### config.mk
export PLATFORM = sky130hd
export DESIGN_NAME = ccd_bank
export DESIGN_NICKNAME = d
export VERILOG_FILES = /design/src/hw/ccd_pkg.sv /design/src/hw/ccd_bank.sv /design/src/hw/ccd_pin_gate.sv
export VERILOG_INCLUDE_DIRS = /design/src /design/src/hw
export SDC_FILE = /design/constraint.sdc
export NUM_CORES = 1
export LEC_CHECK = 0
export BUFFER_PORTS_ARGS = -buffer_cell sky130_fd_sc_hd__buf_2
export CAP_MARGIN = 20
export CORE_MARGIN = 2
export CORE_UTILIZATION = 30
export DETAILED_ROUTE_END_ITERATION = 8
export SKIP_LAST_GASP = 1
export SLEW_MARGIN = 20
export SYNTH_ARGS = -nofsm -noshare
export SYNTH_HDL_FRONTEND = slang
export SYNTH_HIERARCHICAL = 1
export SYNTH_SLANG_ARGS = --single-unit
export TNS_END_PERCENT = 5
### constraint.sdc
create_clock -name clock -period 3.5 [get_ports clock]
set_clock_uncertainty 0.2 [all_clocks]
set_input_delay 0 -clock clock [delete_from_list [all_inputs] [get_ports clock]]
set_output_delay 0 -clock clock [all_outputs]
set_load 0.01 [all_outputs]
### src/hw/ccd_regs.svh
// Purpose: register map constants for the capture/compare module-disable bank
// Assumes: AXI4-Lite, 32-bit data, one aligned word per register
// Notes: how it works follows
`ifndef CCD_REGS_SVH
`define CCD_REGS_SVH
`define CCD_OFS_DISABLE     12'h000
`define CCD_OFS_CONVERTER   12'h004
`define CCD_BIT_CAP_EIGHT   15
`define CCD_BIT_CAP_SEVEN   14
`define CCD_BIT_CAP_TWO     9
`define CCD_BIT_CAP_ONE     8
`define CCD_BIT_CMP_TWO     1
`define CCD_BIT_CMP_ONE     0
`define CCD_BIT_CONV_OFF    0
`define CCD_DISABLE_MASK    16'hc303
`define CCD_DISABLE_RST     16'h0000
`define CCD_CONV_RST        1'b0
`define CCD_PIN_W           13
`endif

### src/hw/ccd_pkg.sv
// Purpose: shared types for the capture/compare disable bank
// Assumes: ccd_regs.svh holds all register-map numbers; response codes are defined here
// Notes: none
package ccd_pkg;
  typedef enum logic [1:0] {
    CCD_RESP_OKAY   = 2'b00,
    CCD_RESP_SLVERR = 2'b10
  } ccd_resp_t;
  // one unit disable group fed to the peripherals
  typedef struct packed {
    logic cap_eight;
    logic cap_seven;
    logic cap_two;
    logic cap_one;
    logic cmp_two;
    logic cmp_one;
  } ccd_units_t;
endpackage : ccd_pkg

### src/hw/ccd_bank.sv
// Purpose: AXI4-Lite module-disable register for capture/compare units
// Assumes: single clock, synchronous active-high reset
// Notes: converter disable bit and pin selects kept in a second register
`timescale 1ns/1ps
`default_nettype none
`include "ccd_regs.svh"
module ccd_bank
  import ccd_pkg::*;
(
  input  wire logic                 clock,
  input  wire logic                 srst,
  input  wire logic [11:0]          s_axi_awaddr,
  input  wire logic                 s_axi_awvalid,
  output logic                      s_axi_awready,
  input  wire logic [31:0]          s_axi_wdata,
  input  wire logic [3:0]           s_axi_wstrb,
  input  wire logic                 s_axi_wvalid,
  output logic                      s_axi_wready,
  output logic [1:0]                s_axi_bresp,
  output logic                      s_axi_bvalid,
  input  wire logic                 s_axi_bready,
  input  wire logic [11:0]          s_axi_araddr,
  input  wire logic                 s_axi_arvalid,
  output logic                      s_axi_arready,
  output logic [31:0]               s_axi_rdata,
  output logic [1:0]                s_axi_rresp,
  output logic                      s_axi_rvalid,
  input  wire logic                 s_axi_rready,
  output ccd_units_t                unit_off,
  output logic                      converter_off,
  output logic [`CCD_PIN_W-1:0]     analog_pin_mode
);
  logic [15:0]           disable_ff, nxt_disable;
  logic                  conv_ff, nxt_conv;
  logic [`CCD_PIN_W-1:0] sel_ff, nxt_sel;
  logic                  aw_ff, nxt_aw, w_ff, nxt_w, bv_ff, nxt_bv, rv_ff, nxt_rv;
  logic [11:0]           awa_ff, nxt_awa;
  logic [31:0]           wd_ff, nxt_wd, rd_ff, nxt_rd;
  logic [3:0]            ws_ff, nxt_ws;
  logic [1:0]            br_ff, nxt_br, rr_ff, nxt_rr;
  logic                  do_wr, do_rd;
  logic [15:0]           merged;
  // word indexes of the two registers; the low address bits only pick bytes
  localparam logic [9:0] IDX_DISABLE   = 10'(`CCD_OFS_DISABLE >> 2);
  localparam logic [9:0] IDX_CONVERTER = 10'(`CCD_OFS_CONVERTER >> 2);

  // address and data held separately; either may arrive first
  assign s_axi_awready = ~aw_ff & ~bv_ff;
  assign s_axi_wready  = ~w_ff & ~bv_ff;
  assign s_axi_arready = ~rv_ff;
  assign do_wr = aw_ff & w_ff & ~bv_ff;
  assign do_rd = s_axi_arvalid & ~rv_ff;

  // write path: byte lanes respected, unimplemented bits dropped
  always_comb begin
    nxt_aw = aw_ff;
    nxt_w = w_ff;
    nxt_awa = awa_ff;
    nxt_wd = wd_ff;
    nxt_ws = ws_ff;
    nxt_bv = bv_ff;
    nxt_br = br_ff;
    nxt_disable = disable_ff;
    nxt_conv = conv_ff;
    nxt_sel = sel_ff;
    merged = disable_ff;
    if (s_axi_awvalid && s_axi_awready) begin
      nxt_aw = 1'b1;
      nxt_awa = s_axi_awaddr;
    end
    if (s_axi_wvalid && s_axi_wready) begin
      nxt_w = 1'b1;
      nxt_wd = s_axi_wdata;
      nxt_ws = s_axi_wstrb;
    end
    if (do_wr) begin
      nxt_aw = 1'b0;
      nxt_w = 1'b0;
      nxt_bv = 1'b1;
      nxt_br = CCD_RESP_OKAY;
      if (awa_ff[11:2] == IDX_DISABLE) begin
        if (ws_ff[0]) merged[7:0] = wd_ff[7:0];
        if (ws_ff[1]) merged[15:8] = wd_ff[15:8];
        nxt_disable = merged & `CCD_DISABLE_MASK;
      end else if (awa_ff[11:2] == IDX_CONVERTER) begin
        if (ws_ff[0]) nxt_conv = wd_ff[`CCD_BIT_CONV_OFF];
        if (ws_ff[2]) nxt_sel[7:0] = wd_ff[23:16];
        if (ws_ff[3]) nxt_sel[`CCD_PIN_W-1:8] = wd_ff[16+`CCD_PIN_W-1:24];
      end else begin
        nxt_br = CCD_RESP_SLVERR;  // unmapped address
      end
    end
    if (bv_ff && s_axi_bready) nxt_bv = 1'b0;
  end

  // read path: one-cycle answer, unused bits read zero
  always_comb begin
    nxt_rv = rv_ff;
    nxt_rd = rd_ff;
    nxt_rr = rr_ff;
    if (do_rd) begin
      nxt_rv = 1'b1;
      nxt_rr = CCD_RESP_OKAY;
      if (s_axi_araddr[11:2] == IDX_DISABLE)
        nxt_rd = {16'h0000, disable_ff & `CCD_DISABLE_MASK};
      else if (s_axi_araddr[11:2] == IDX_CONVERTER)
        nxt_rd = {3'h0, sel_ff, 15'h0000, conv_ff};
      else begin
        nxt_rd = 32'h0000_0000;
        nxt_rr = CCD_RESP_SLVERR;
      end
    end else if (rv_ff && s_axi_rready) begin
      nxt_rv = 1'b0;
    end
  end

  // state registers; all disables clear so units start enabled
  always_ff @(posedge clock) begin
    if (srst) begin
      disable_ff <= `CCD_DISABLE_RST;
      conv_ff <= `CCD_CONV_RST;
      sel_ff <= '0;
      aw_ff <= 1'b0;
      w_ff <= 1'b0;
      bv_ff <= 1'b0;
      rv_ff <= 1'b0;
      awa_ff <= 12'h000;
      wd_ff <= 32'h0000_0000;
      ws_ff <= 4'h0;
      br_ff <= 2'h0;
      rr_ff <= 2'h0;
      rd_ff <= 32'h0000_0000;
    end else begin
      disable_ff <= nxt_disable;
      conv_ff <= nxt_conv;
      sel_ff <= nxt_sel;
      aw_ff <= nxt_aw;
      w_ff <= nxt_w;
      bv_ff <= nxt_bv;
      rv_ff <= nxt_rv;
      awa_ff <= nxt_awa;
      wd_ff <= nxt_wd;
      ws_ff <= nxt_ws;
      br_ff <= nxt_br;
      rr_ff <= nxt_rr;
      rd_ff <= nxt_rd;
    end
  end

  assign s_axi_bvalid = bv_ff;
  assign s_axi_bresp = br_ff;
  assign s_axi_rvalid = rv_ff;
  assign s_axi_rdata = rd_ff;
  assign s_axi_rresp = rr_ff;

  // unit disables straight from the register bits
  assign unit_off.cap_eight = disable_ff[`CCD_BIT_CAP_EIGHT];
  assign unit_off.cap_seven = disable_ff[`CCD_BIT_CAP_SEVEN];
  assign unit_off.cap_two = disable_ff[`CCD_BIT_CAP_TWO];
  assign unit_off.cap_one = disable_ff[`CCD_BIT_CAP_ONE];
  assign unit_off.cmp_two = disable_ff[`CCD_BIT_CMP_TWO];
  assign unit_off.cmp_one = disable_ff[`CCD_BIT_CMP_ONE];
  assign converter_off = conv_ff;

  // one gate per shared analog pin
  for (genvar g = 0; g < `CCD_PIN_W; g++) begin : g_pin
    ccd_pin_gate u_gate (
      .conv_off    (conv_ff),
      .select_in   (sel_ff[g]),
      .analog_mode (analog_pin_mode[g])
    );
  end

  a_cap_eight_bit: assert property (@(posedge clock) disable iff (srst)
    do_wr && awa_ff[11:2] == 10'h000 && ws_ff[1] |=> unit_off.cap_eight == $past(wd_ff[15]))
    else $error("capture eight not written");
  a_cap_seven_bit: assert property (@(posedge clock) disable iff (srst)
    do_wr && awa_ff[11:2] == 10'h000 && ws_ff[1] |=> unit_off.cap_seven == $past(wd_ff[14]))
    else $error("capture seven not written");
  a_cap_two_bit: assert property (@(posedge clock) disable iff (srst)
    do_wr && awa_ff[11:2] == 10'h000 && ws_ff[1] |=> unit_off.cap_two == $past(wd_ff[9]))
    else $error("capture two not written");
  a_cap_one_bit: assert property (@(posedge clock) disable iff (srst)
    do_wr && awa_ff[11:2] == 10'h000 && ws_ff[1] |=> unit_off.cap_one == $past(wd_ff[8]))
    else $error("capture one not written");
  a_cmp_two_bit: assert property (@(posedge clock) disable iff (srst)
    do_wr && awa_ff[11:2] == 10'h000 && ws_ff[0] |=> unit_off.cmp_two == $past(wd_ff[1]))
    else $error("compare two not written");
  a_cmp_one_bit: assert property (@(posedge clock) disable iff (srst)
    do_wr && awa_ff[11:2] == 10'h000 && ws_ff[0] |=> unit_off.cmp_one == $past(wd_ff[0]))
    else $error("compare one not written");
  a_unused_zero: assert property (@(posedge clock) disable iff (srst)
    s_axi_rvalid && $past(s_axi_araddr[11:2]) == 10'h000 && $rose(s_axi_rvalid)
    |-> s_axi_rdata[31:16] == 16'h0000 && s_axi_rdata[13:10] == 4'h0
        && s_axi_rdata[7:2] == 6'h00) else $error("unused bits read nonzero");
  a_pins_digital: assert property (@(posedge clock) disable iff (srst)
    converter_off |-> analog_pin_mode == '0) else $error("analog pin while converter off");
  a_conv_release: assert property (@(posedge clock) disable iff (srst)
    $fell(converter_off) |-> analog_pin_mode == sel_ff) else $error("selection lost");
  a_reset_clear: assert property (@(posedge clock)
    srst |=> disable_ff == 16'h0000 && !conv_ff) else $error("reset did not clear");
  a_ready_after_reset: assert property (@(posedge clock)
    srst |=> s_axi_awready && s_axi_wready && s_axi_arready) else $error("ready low after reset");

  // a lane without its strobe keeps its old bits
  a_high_lane_kept: assert property (@(posedge clock) disable iff (srst)
    do_wr && awa_ff[11:2] == IDX_DISABLE && !ws_ff[1]
    |=> disable_ff[15:8] == $past(disable_ff[15:8])) else $error("high lane changed");
  a_low_lane_kept: assert property (@(posedge clock) disable iff (srst)
    do_wr && awa_ff[11:2] == IDX_DISABLE && !ws_ff[0]
    |=> disable_ff[7:0] == $past(disable_ff[7:0])) else $error("low lane changed");

  // answers come a fixed time after the handshakes; holes are refused
  a_write_answer: assert property (@(posedge clock) disable iff (srst)
    s_axi_awvalid && s_axi_awready && s_axi_wvalid && s_axi_wready |-> ##2 s_axi_bvalid)
    else $error("write response late");
  a_read_answer: assert property (@(posedge clock) disable iff (srst)
    s_axi_arvalid && s_axi_arready |=> s_axi_rvalid) else $error("read response late");
  a_hole_read: assert property (@(posedge clock) disable iff (srst)
    do_rd && s_axi_araddr[11:2] > IDX_CONVERTER |=> s_axi_rresp == CCD_RESP_SLVERR
    && s_axi_rdata == 32'h0000_0000) else $error("hole read not refused");
  a_hole_write: assert property (@(posedge clock) disable iff (srst)
    do_wr && awa_ff[11:2] > IDX_CONVERTER |=> s_axi_bresp == CCD_RESP_SLVERR
    && $stable(disable_ff) && $stable(conv_ff) && $stable(sel_ff))
    else $error("hole write not refused");
endmodule : ccd_bank
`default_nettype wire

### src/hw/ccd_pin_gate.sv
// Purpose: per-pin analog/digital select, gated by the converter disable
// Assumes: select bit one means analog requested
// Notes: one instance per shared pin
`timescale 1ns/1ps
`default_nettype none
module ccd_pin_gate (
  input  wire logic conv_off,
  input  wire logic select_in,
  output logic      analog_mode
);
  // disabled converter overrides selection so the pin stays digital
  assign analog_mode = select_in & ~conv_off;
endmodule : ccd_pin_gate
`default_nettype wire

After elaboration in Yosys (flattened, before gate mapping)
Index checks and enable logic that the tools add are counted.

Flip-flop bits (word level): 105. Output and inout bits: 61. Logic and storage cells: 63.

Equality and inequality tests: 2. Bitwise logic cells: 24. Reductions and logical operators: 14. Muxes and demuxes: 8.

Operator list (number): 29-bit 2-to-1 mux (2); 10-bit by 1-bit equality test with 1-bit output (second input constant) (2); 10-bit logical NOT (2); 1-bit AND (18); 4-bit AND reduction (3); 2-bit 2-to-1 mux (4); 1-bit inverter (6); 3-bit AND reduction (2); 1-bit logical AND (4); 2-bit OR reduction (2); 1-bit 2-to-1 mux (2); 2-bit nonzero test (1).

Depth between registers and ports, before layout
Gate-level depths: netlist (run 1).

Word-level depth: 3. Gate-level depth with buffers: 5.

By module
Netlist (run 1), hierarchy kept.

Modules (own cells, without submodules): ccd_bank (cells each 324, times used 1, area an instance 3144.3 µm²); ccd_pin_gate (cells each 1, times used 13, area an instance 13.8 µm²).

Worst setup path before layout (run 1)
No wires, ideal clock.

Path kind: register to register. Start point: register awa_ff[7]. End point: register sel_ff[0]. Arrival time: 1.731 ns. Required time: 3.228 ns. Period minus slack after synthesis: 2.003 ns. Cell stages (with the launch flop): 5. Setup slack: 1.497 ns. Path through: dfxtp_1 > or4_4 > buf_6 > nor4_4 > mux2i_1.

Cells in the longest elaborated chain, start to end: 3.

RTL lines: start: declaration (RTL line ccd_bank.sv:37) `logic [11:0] awa_ff, nxt_awa;`; start signal: assignment (RTL line ccd_bank.sv:141) `awa_ff <= nxt_awa;`; 10-bit logical NOT (RTL line ccd_bank.sv:81) `if (awa_ff[11:2] == IDX_DISABLE) begin`; 1-bit inverter (no line); 4-bit AND reduction (no line) *; end signal: assignment (RTL line ccd_bank.sv:136) `sel_ff <= nxt_sel;`; end: declaration (RTL line ccd_bank.sv:35) `` logic [`CCD_PIN_W-1:0] sel_ff, nxt_sel; ``.

Mark *: on every way between the ends. The rest lies on a longest branch, timed or not. A chain may end at the register's enable or synchronous reset.

Worst setup path after layout (run 1)
Start point: register rv_ff (netlist: s_axi_rvalid). End point: register rd_ff[0] (netlist: s_axi_rdata[0]).

Cells in the longest elaborated chain, start to end: 2.

RTL lines: start: declaration (RTL line ccd_bank.sv:36) `logic aw_ff, nxt_aw, w_ff, nxt_w, bv_ff, nxt_bv, rv_ff, nxt_rv;`; start signal: assignment (RTL line ccd_bank.sv:140) `rv_ff <= nxt_rv;`; 1-bit inverter (RTL line ccd_bank.sv:52) `assign do_rd = s_axi_arvalid & ~rv_ff;`; 1-bit AND (RTL line ccd_bank.sv:52); end signal: assignment (RTL line ccd_bank.sv:146) `rd_ff <= nxt_rd;`; end: declaration (RTL line ccd_bank.sv:38) `logic [31:0] wd_ff, nxt_wd, rd_ff, nxt_rd;`.

Every way passes these cells.

==> impl_metrics.tcl, run 1 <==
set metrics [dict create \
    post-dp-hpwl_um 5420 \
    antenna_found_initial 0 \
    cap_violations 0 \
    final.setup.tns_ns 0 \
    die_x_um 109 \
    crit_type "reg -> reg" \
    grt_max_degree 81 \
    grt_pass1_wl_um 12300 \
    yosysSeqAreaShare 0.470 \
    rows 38 \
    cts-resized-gates 0 \
    worst_pin_slew_ns 0.909 \
    cts_htree_levels 3 \
    mostFrequentLayoutCell "buf_2" \
    synth_area_um2 3320 \
    critical-path-max-stage-delay_ns 0.69 \
    grt_pass1_vias 2541 \
    cts_buffer_depth 2 \
    grt-ovfl-total 0 \
    synth_seq_cells 78 \
    critPathMaxFanout 20 \
    drt_iter0_drc 152 \
    ir_drop_v 0.000163 \
    initial_core_util 0.307 \
    fmax_mhz 438 \
    crit_slowest_cell "and4_1" \
    critPathRequiredTime_ns 3.60 \
    post-route-period-util 0.652 \
    report.final.slew_viol_count 0 \
    synth-warning-count 6 \
    vias 2719 \
    relSlewSlack 0.393 \
    p_leak_uw 0.00183 \
    fin_util 0.411 \
    muxShareOfSynthArea 0.0934 \
    synthAdderAreaFrac 0 \
    area.growth.synth_to_final_pct 34.1 \
    synth_compound_area_frac 0.102 \
    drt-pass1-iter-count 4 \
    portBuffers 95 \
    start_kind "flop" \
    critPathCaptureType "flop" \
    syn_avg_cell_area_um2 9.86 \
    synthArstFlopShare 0 \
    dieArea_um2 11900 \
    via_per_inst 4.48 \
    clock_latency_ns 0.35 \
    setup_viol 0 \
    finalCriticalPeriod_ns 2.28 \
    mostFrequentLayoutCells "95 x buf_2, 78 x dfxtp_1, 46 x nand2_1" \
    ys_types 30 \
    n_antenna_cell 0 \
    grt_setup_unrepaired "no" \
    syn_inst 337 \
    fp.coreArea_um2 10800 \
    power_per_cell_area_nw_per_um2 404 \
    die_h_um 109 \
    final_antenna_net_count 0 \
    hp-class "in -> reg" \
    post_cts_buffers 0 \
    hold_violations 0 \
    cts_root_buffer "clkbuf_8" \
    gp_congestion 0.714 \
    hold_buffers 40 \
    wl_per_cell_um 13.3 \
    ys.flop_type "dfxtp_1" \
    drive_gt1_frac 0.285 \
    clock-sinks 78 \
    critPathBufInv 1 \
    synth_xor_area_frac 0 \
    synthSimpleGateAreaFrac 0.271 \
    cts_tree "built" \
    grt_use_total 0.135 \
    synth_top_family_by_area "simple AND/OR/NAND/NOR gates" \
    wl_um 8040 \
    cts_buffers 9 \
    io-pin-count 128 \
    synth-edff-count 0 \
    clkSlewWorstSetupHoldPaths_ns 0.07 \
    route.detailed.drc 0 \
    cp_top_family "simple AND/OR/NAND/NOR gates" \
    path_cells "nor2b_1 > and4_1 > a22o_1 > dlygate4sd3_1" \
    nets 532 \
    cp.arrival_ns 2.38 \
    status "completed" \
]
## worst min-delay path: stages
cell and delay (ns):
buf_2 0.10, nor3b_2 0.14, buf_4 0.20, nand2_1 0.09, a21oi_1 0.05
## registers in the layout, summed over array words and instances, names as in the netlist, 4 cells and up
signal and count:
s_axi_rdata 19, wd_ff 19, sel_ff 13, awa_ff 10, disable_ff 6, ws_ff 4
## kinds of logic (layout without fill, tap and decap cells)
kind of cell           Yosys count  in the layout
AO/OA/AOI/OAI                   47             47
buffers and inverters           38            154
flip-flops                      78             78
multiplexers                    31             31
other                            1             15
AND/OR/NAND/NOR                142            142
## synth_stat cells (2+ instances only)
library cell / n / area share
nor3b_1: 2 / 0.0045
mux2i_1: 31 / 0.093
nand2b_1: 40 / 0.075
nor2b_1: 3 / 0.0056
o21a_1: 2 / 0.0045
dfxtp_1: 78 / 0.47
clkbuf_1: 18 / 0.020
buf_4: 15 / 0.034
nor4_1: 3 / 0.0056
a32o_1: 18 / 0.054
nor2_1: 19 / 0.021
nor3_1: 3 / 0.0045
nor2b_4: 13 / 0.054
nand2_1: 46 / 0.052
or4bb_1: 3 / 0.010
a21oi_1: 24 / 0.036
inv_1: 2 / 0.0023
buf_1: 2 / 0.0023
or4b_2: 2 / 0.0060
nor4_4: 3 / 0.019
## worst paths after layout
check,start,end,slack [ns],cells after the start
worst max-delay path,s_axi_rvalid,s_axi_rdata[0],1.22,4
worst min-delay path,s_axi_wvalid,wd_ff[18],0.09,5
worst max register to register,s_axi_rvalid,s_axi_rdata[0],1.22,4
worst min register to register,ws_ff[1],ws_ff[1],0.25,2
## final cells by class
class                      instances  area [um2]
clock buffer                      11         141
clock inverter                     2        35.0
fill                            1088        6380
inverter                           2        7.51
multi-input combinational        235        1630
sequential                        78        1560
tap                              140         175
timing repair buffer             139         908
## layer usage
| layer | vias up | track usage | part of all wire |
|---|---|---|---|
| li1 | 1383 | - | - |
| met1 | 1233 | 0.182 | 0.49 |
| met2 | 93 | 0.201 | 0.43 |
| met3 | 10 | 0.0353 | 0.062 |
| met4 | 0 | 0.0597 | 0.016 |
| met5 | - | 0 | 0 |
## metrics by stage
| step | power (uW) | hold WS (ns) | cell area [um2] | std cells | setup slack (ns) |
|---|---|---|---|---|---|
| 2_1_floorplan | 1100 | -0.101 | 3380 | 351 | 1.50 |
| 3_3_place_gp | 1140 | -0.00925 | 3860 | 553 | 1.37 |
| 3_5_place_dp | 1150 | 0.00409 | 3860 | 553 | 1.28 |
| 4_1_cts | 1820 | 0.0311 | 4440 | 606 | 1.20 |
| 5_1_grt | 1880 | 0.0982 | 4460 | 607 | 1.05 |
| 6_report | 1800 | 0.0869 | 4460 | 607 | 1.22 |
## report_power, final
| group | switching (uW) | internal (uW) |
|---|---|---|
| combinational | 115 | 106 |
| sequential | 22.2 | 920 |
| clock | 302 | 336 |
| total | 440 | 1360 |
(Power assumes the default switching activity.)
==> run 2: changes to the inputs <==
==> constraint.sdc (replaced) <==
create_clock -name clock -period 2.2 [get_ports clock]
set_clock_uncertainty 0.2 [all_clocks]
set_input_delay 0 -clock clock [delete_from_list [all_inputs] [get_ports clock]]
set_output_delay 0 -clock clock [all_outputs]
set_load 0.01 [all_outputs]
==> run 2 against run 1 <==
Net effect:
- first-iteration DRC count is 51% higher
- clock power is 100% higher
- cell count is 0.99% higher
- critical path depth stayed put
- die area stayed put
- clock-buffer cell count stayed put
- non-clock buffer count is 3 higher
- sequential power is 59% higher
- total power is 74% higher
- largest power group unchanged
- sequential cell count stayed put
- sequential share of layout area is 0.56 points lower
==> impl_metrics.tcl, run 2 (same netlist as run 1, synthesis figures left out) <==
set metrics [dict create \
    dieArea_um2 11900 \
    cts_htree_levels 3 \
    die_x_um 109 \
    fin_util 0.418 \
    grt-ovfl-total 0 \
    drt_iter0_drc 230 \
    switching_share 0.235 \
    die_h_um 109 \
    antenna_found_initial 0 \
    critPathRequiredTime_ns 2.27 \
    p_leak_uw 0.00187 \
    hp-class "in -> reg" \
    post_cts_buffers 0 \
    critical-path-max-stage-delay_ns 0.48 \
    cts_buffers 9 \
    cp.arrival_ns 2.04 \
    switching_power_uw 736 \
    critPathCaptureType "flop" \
    placed_cells_incl_taps 558 \
    start_kind "flop" \
    p_int_uw 2390 \
    nets 535 \
    report.final.slew_viol_count 0 \
    cts_root_buffer "clkbuf_8" \
    clock_latency_ns 0.35 \
    cts-resized-gates 0 \
    critPathMaxFanout 9 \
    mostFrequentLayoutCells "95 x buf_2, 78 x dfxtp_1, 46 x nand2_1" \
    initial_core_util 0.307 \
    clkSlewWorstSetupHoldPaths_ns 0.09 \
    drt-pass1-iter-count 4 \
    finalCriticalPeriod_ns 1.97 \
    cap_violations 0 \
    path_cells "nand3b_1 > nor4_4 > buf_4 > mux2i_1" \
    cts_buffer_depth 2 \
    portBuffers 95 \
    pre_cts_ws_ns 0.271 \
    final_antenna_net_count 0 \
    critPathBufInv 1 \
    wl_per_cell_um 13.3 \
    power_per_cell_area_nw_per_um2 690 \
    grt_pass1_wl_um 12700 \
    post-route-period-util 0.894 \
    final.setup.tns_ns 0 \
    rows 38 \
    grt_setup_unrepaired "no" \
    n_antenna_cell 0 \
    mostFrequentLayoutCell "buf_2" \
    area.growth.synth_to_final_pct 36.3 \
    grt_use_total 0.138 \
    combPwrFrac 0.112 \
    drive_gt1_frac 0.296 \
    instances_no_fill 613 \
    crit_slowest_cell "nand3b_1" \
    route.detailed.drc 0 \
    fp.coreArea_um2 10800 \
    setup_viol 0 \
    r2r_setup_slack_ns 0.23 \
    hold_buffers 39 \
    relSlewSlack 0.384 \
    final.hold.worst_slack_ns 0.0538 \
    crit_type "reg -> reg" \
    io-pin-count 128 \
    worst_pin_slew_ns 0.922 \
    vias 2788 \
    ir_drop_v 0.000273 \
    clock-sinks 78 \
    cp_top_family "simple AND/OR/NAND/NOR gates" \
    via_per_inst 4.55 \
    cts_tree "built" \
    grt_max_degree 80 \
    grt_pass1_vias 2630 \
    wl_um 8170 \
    clockPowerShare 0.408 \
    sequentialPowerShare 0.479 \
    status "completed" \
    gp_congestion 0.719 \
    fmax_mhz 508 \
    hold_violations 0 \
    fin_ws_ns 0.232 \
    post-dp-hpwl_um 5470 \
]
run 2: cell types whose count changed in the layout (fill, tap and decap cells not counted), sizes merged:
cell | previous run | this run
clkinv | 1 | 0
inv | 2 | 3
buf | 98 | 103
clkinvlp | 0 | 1
dlygate4sd3 | 41 | 39
bufinv | 1 | 3
run 2: worst paths after layout:
check                 from         to  cells after the start
max           s_axi_bvalid  sel_ff[7]                      4
min          s_axi_awvalid      aw_ff                      4
max reg2reg   s_axi_bvalid  sel_ff[7]                      4
min reg2reg       ws_ff[3]   ws_ff[3]                      2
run 2: power by group through the flow:
stage | combinational [uW] | clock (uW) | sequential (uW)
2_1_floorplan | 227 | 0 | 1520
3_3_place_gp | 290 | 0 | 1530
3_5_place_dp | 296 | 0 | 1530
4_1_cts | 350 | 1310 | 1500
5_1_grt | 387 | 1360 | 1510
6_report | 351 | 1280 | 1500
run 2: layout make-up:
| class | instances | area [um2] |
|---|---|---|
| clock buffers | 11 | 131 |
| fillers | 1063 | 6310 |
| flip-flops and latches | 78 | 1560 |
| clock inverters | 5 | 106 |
| well taps | 140 | 175 |
| repair buffers | 142 | 926 |
| inverters | 2 | 7.51 |
| multi-input cells | 235 | 1620 |
run 2: per-stage QoR:
| step | power [uW] | cell area, um2 |
|---|---|---|
| global placement | 1820 | 3900 |
| finish | 3130 | 4530 |
| floorplan | 1750 | 3380 |
| CTS | 3160 | 4530 |
| detailed placement | 1830 | 3900 |
| global route | 3260 | 4530 |
run 2: layer usage:
layer	wire length, um	vias up	track usage
li1	-	1386	-
met3	469	10	0.0299
met5	0	-	0
met2	3720	89	0.214
met4	135	0	0.0651
met1	3850	1303	0.182
run 2: worst reg2reg max path, cell delays in order, from the launching register on:
cell	delay [ns]
dfxtp_1	0.39
nand3b_1	0.48
nor4_4	0.39
buf_4	0.23
mux2i_1	0.21
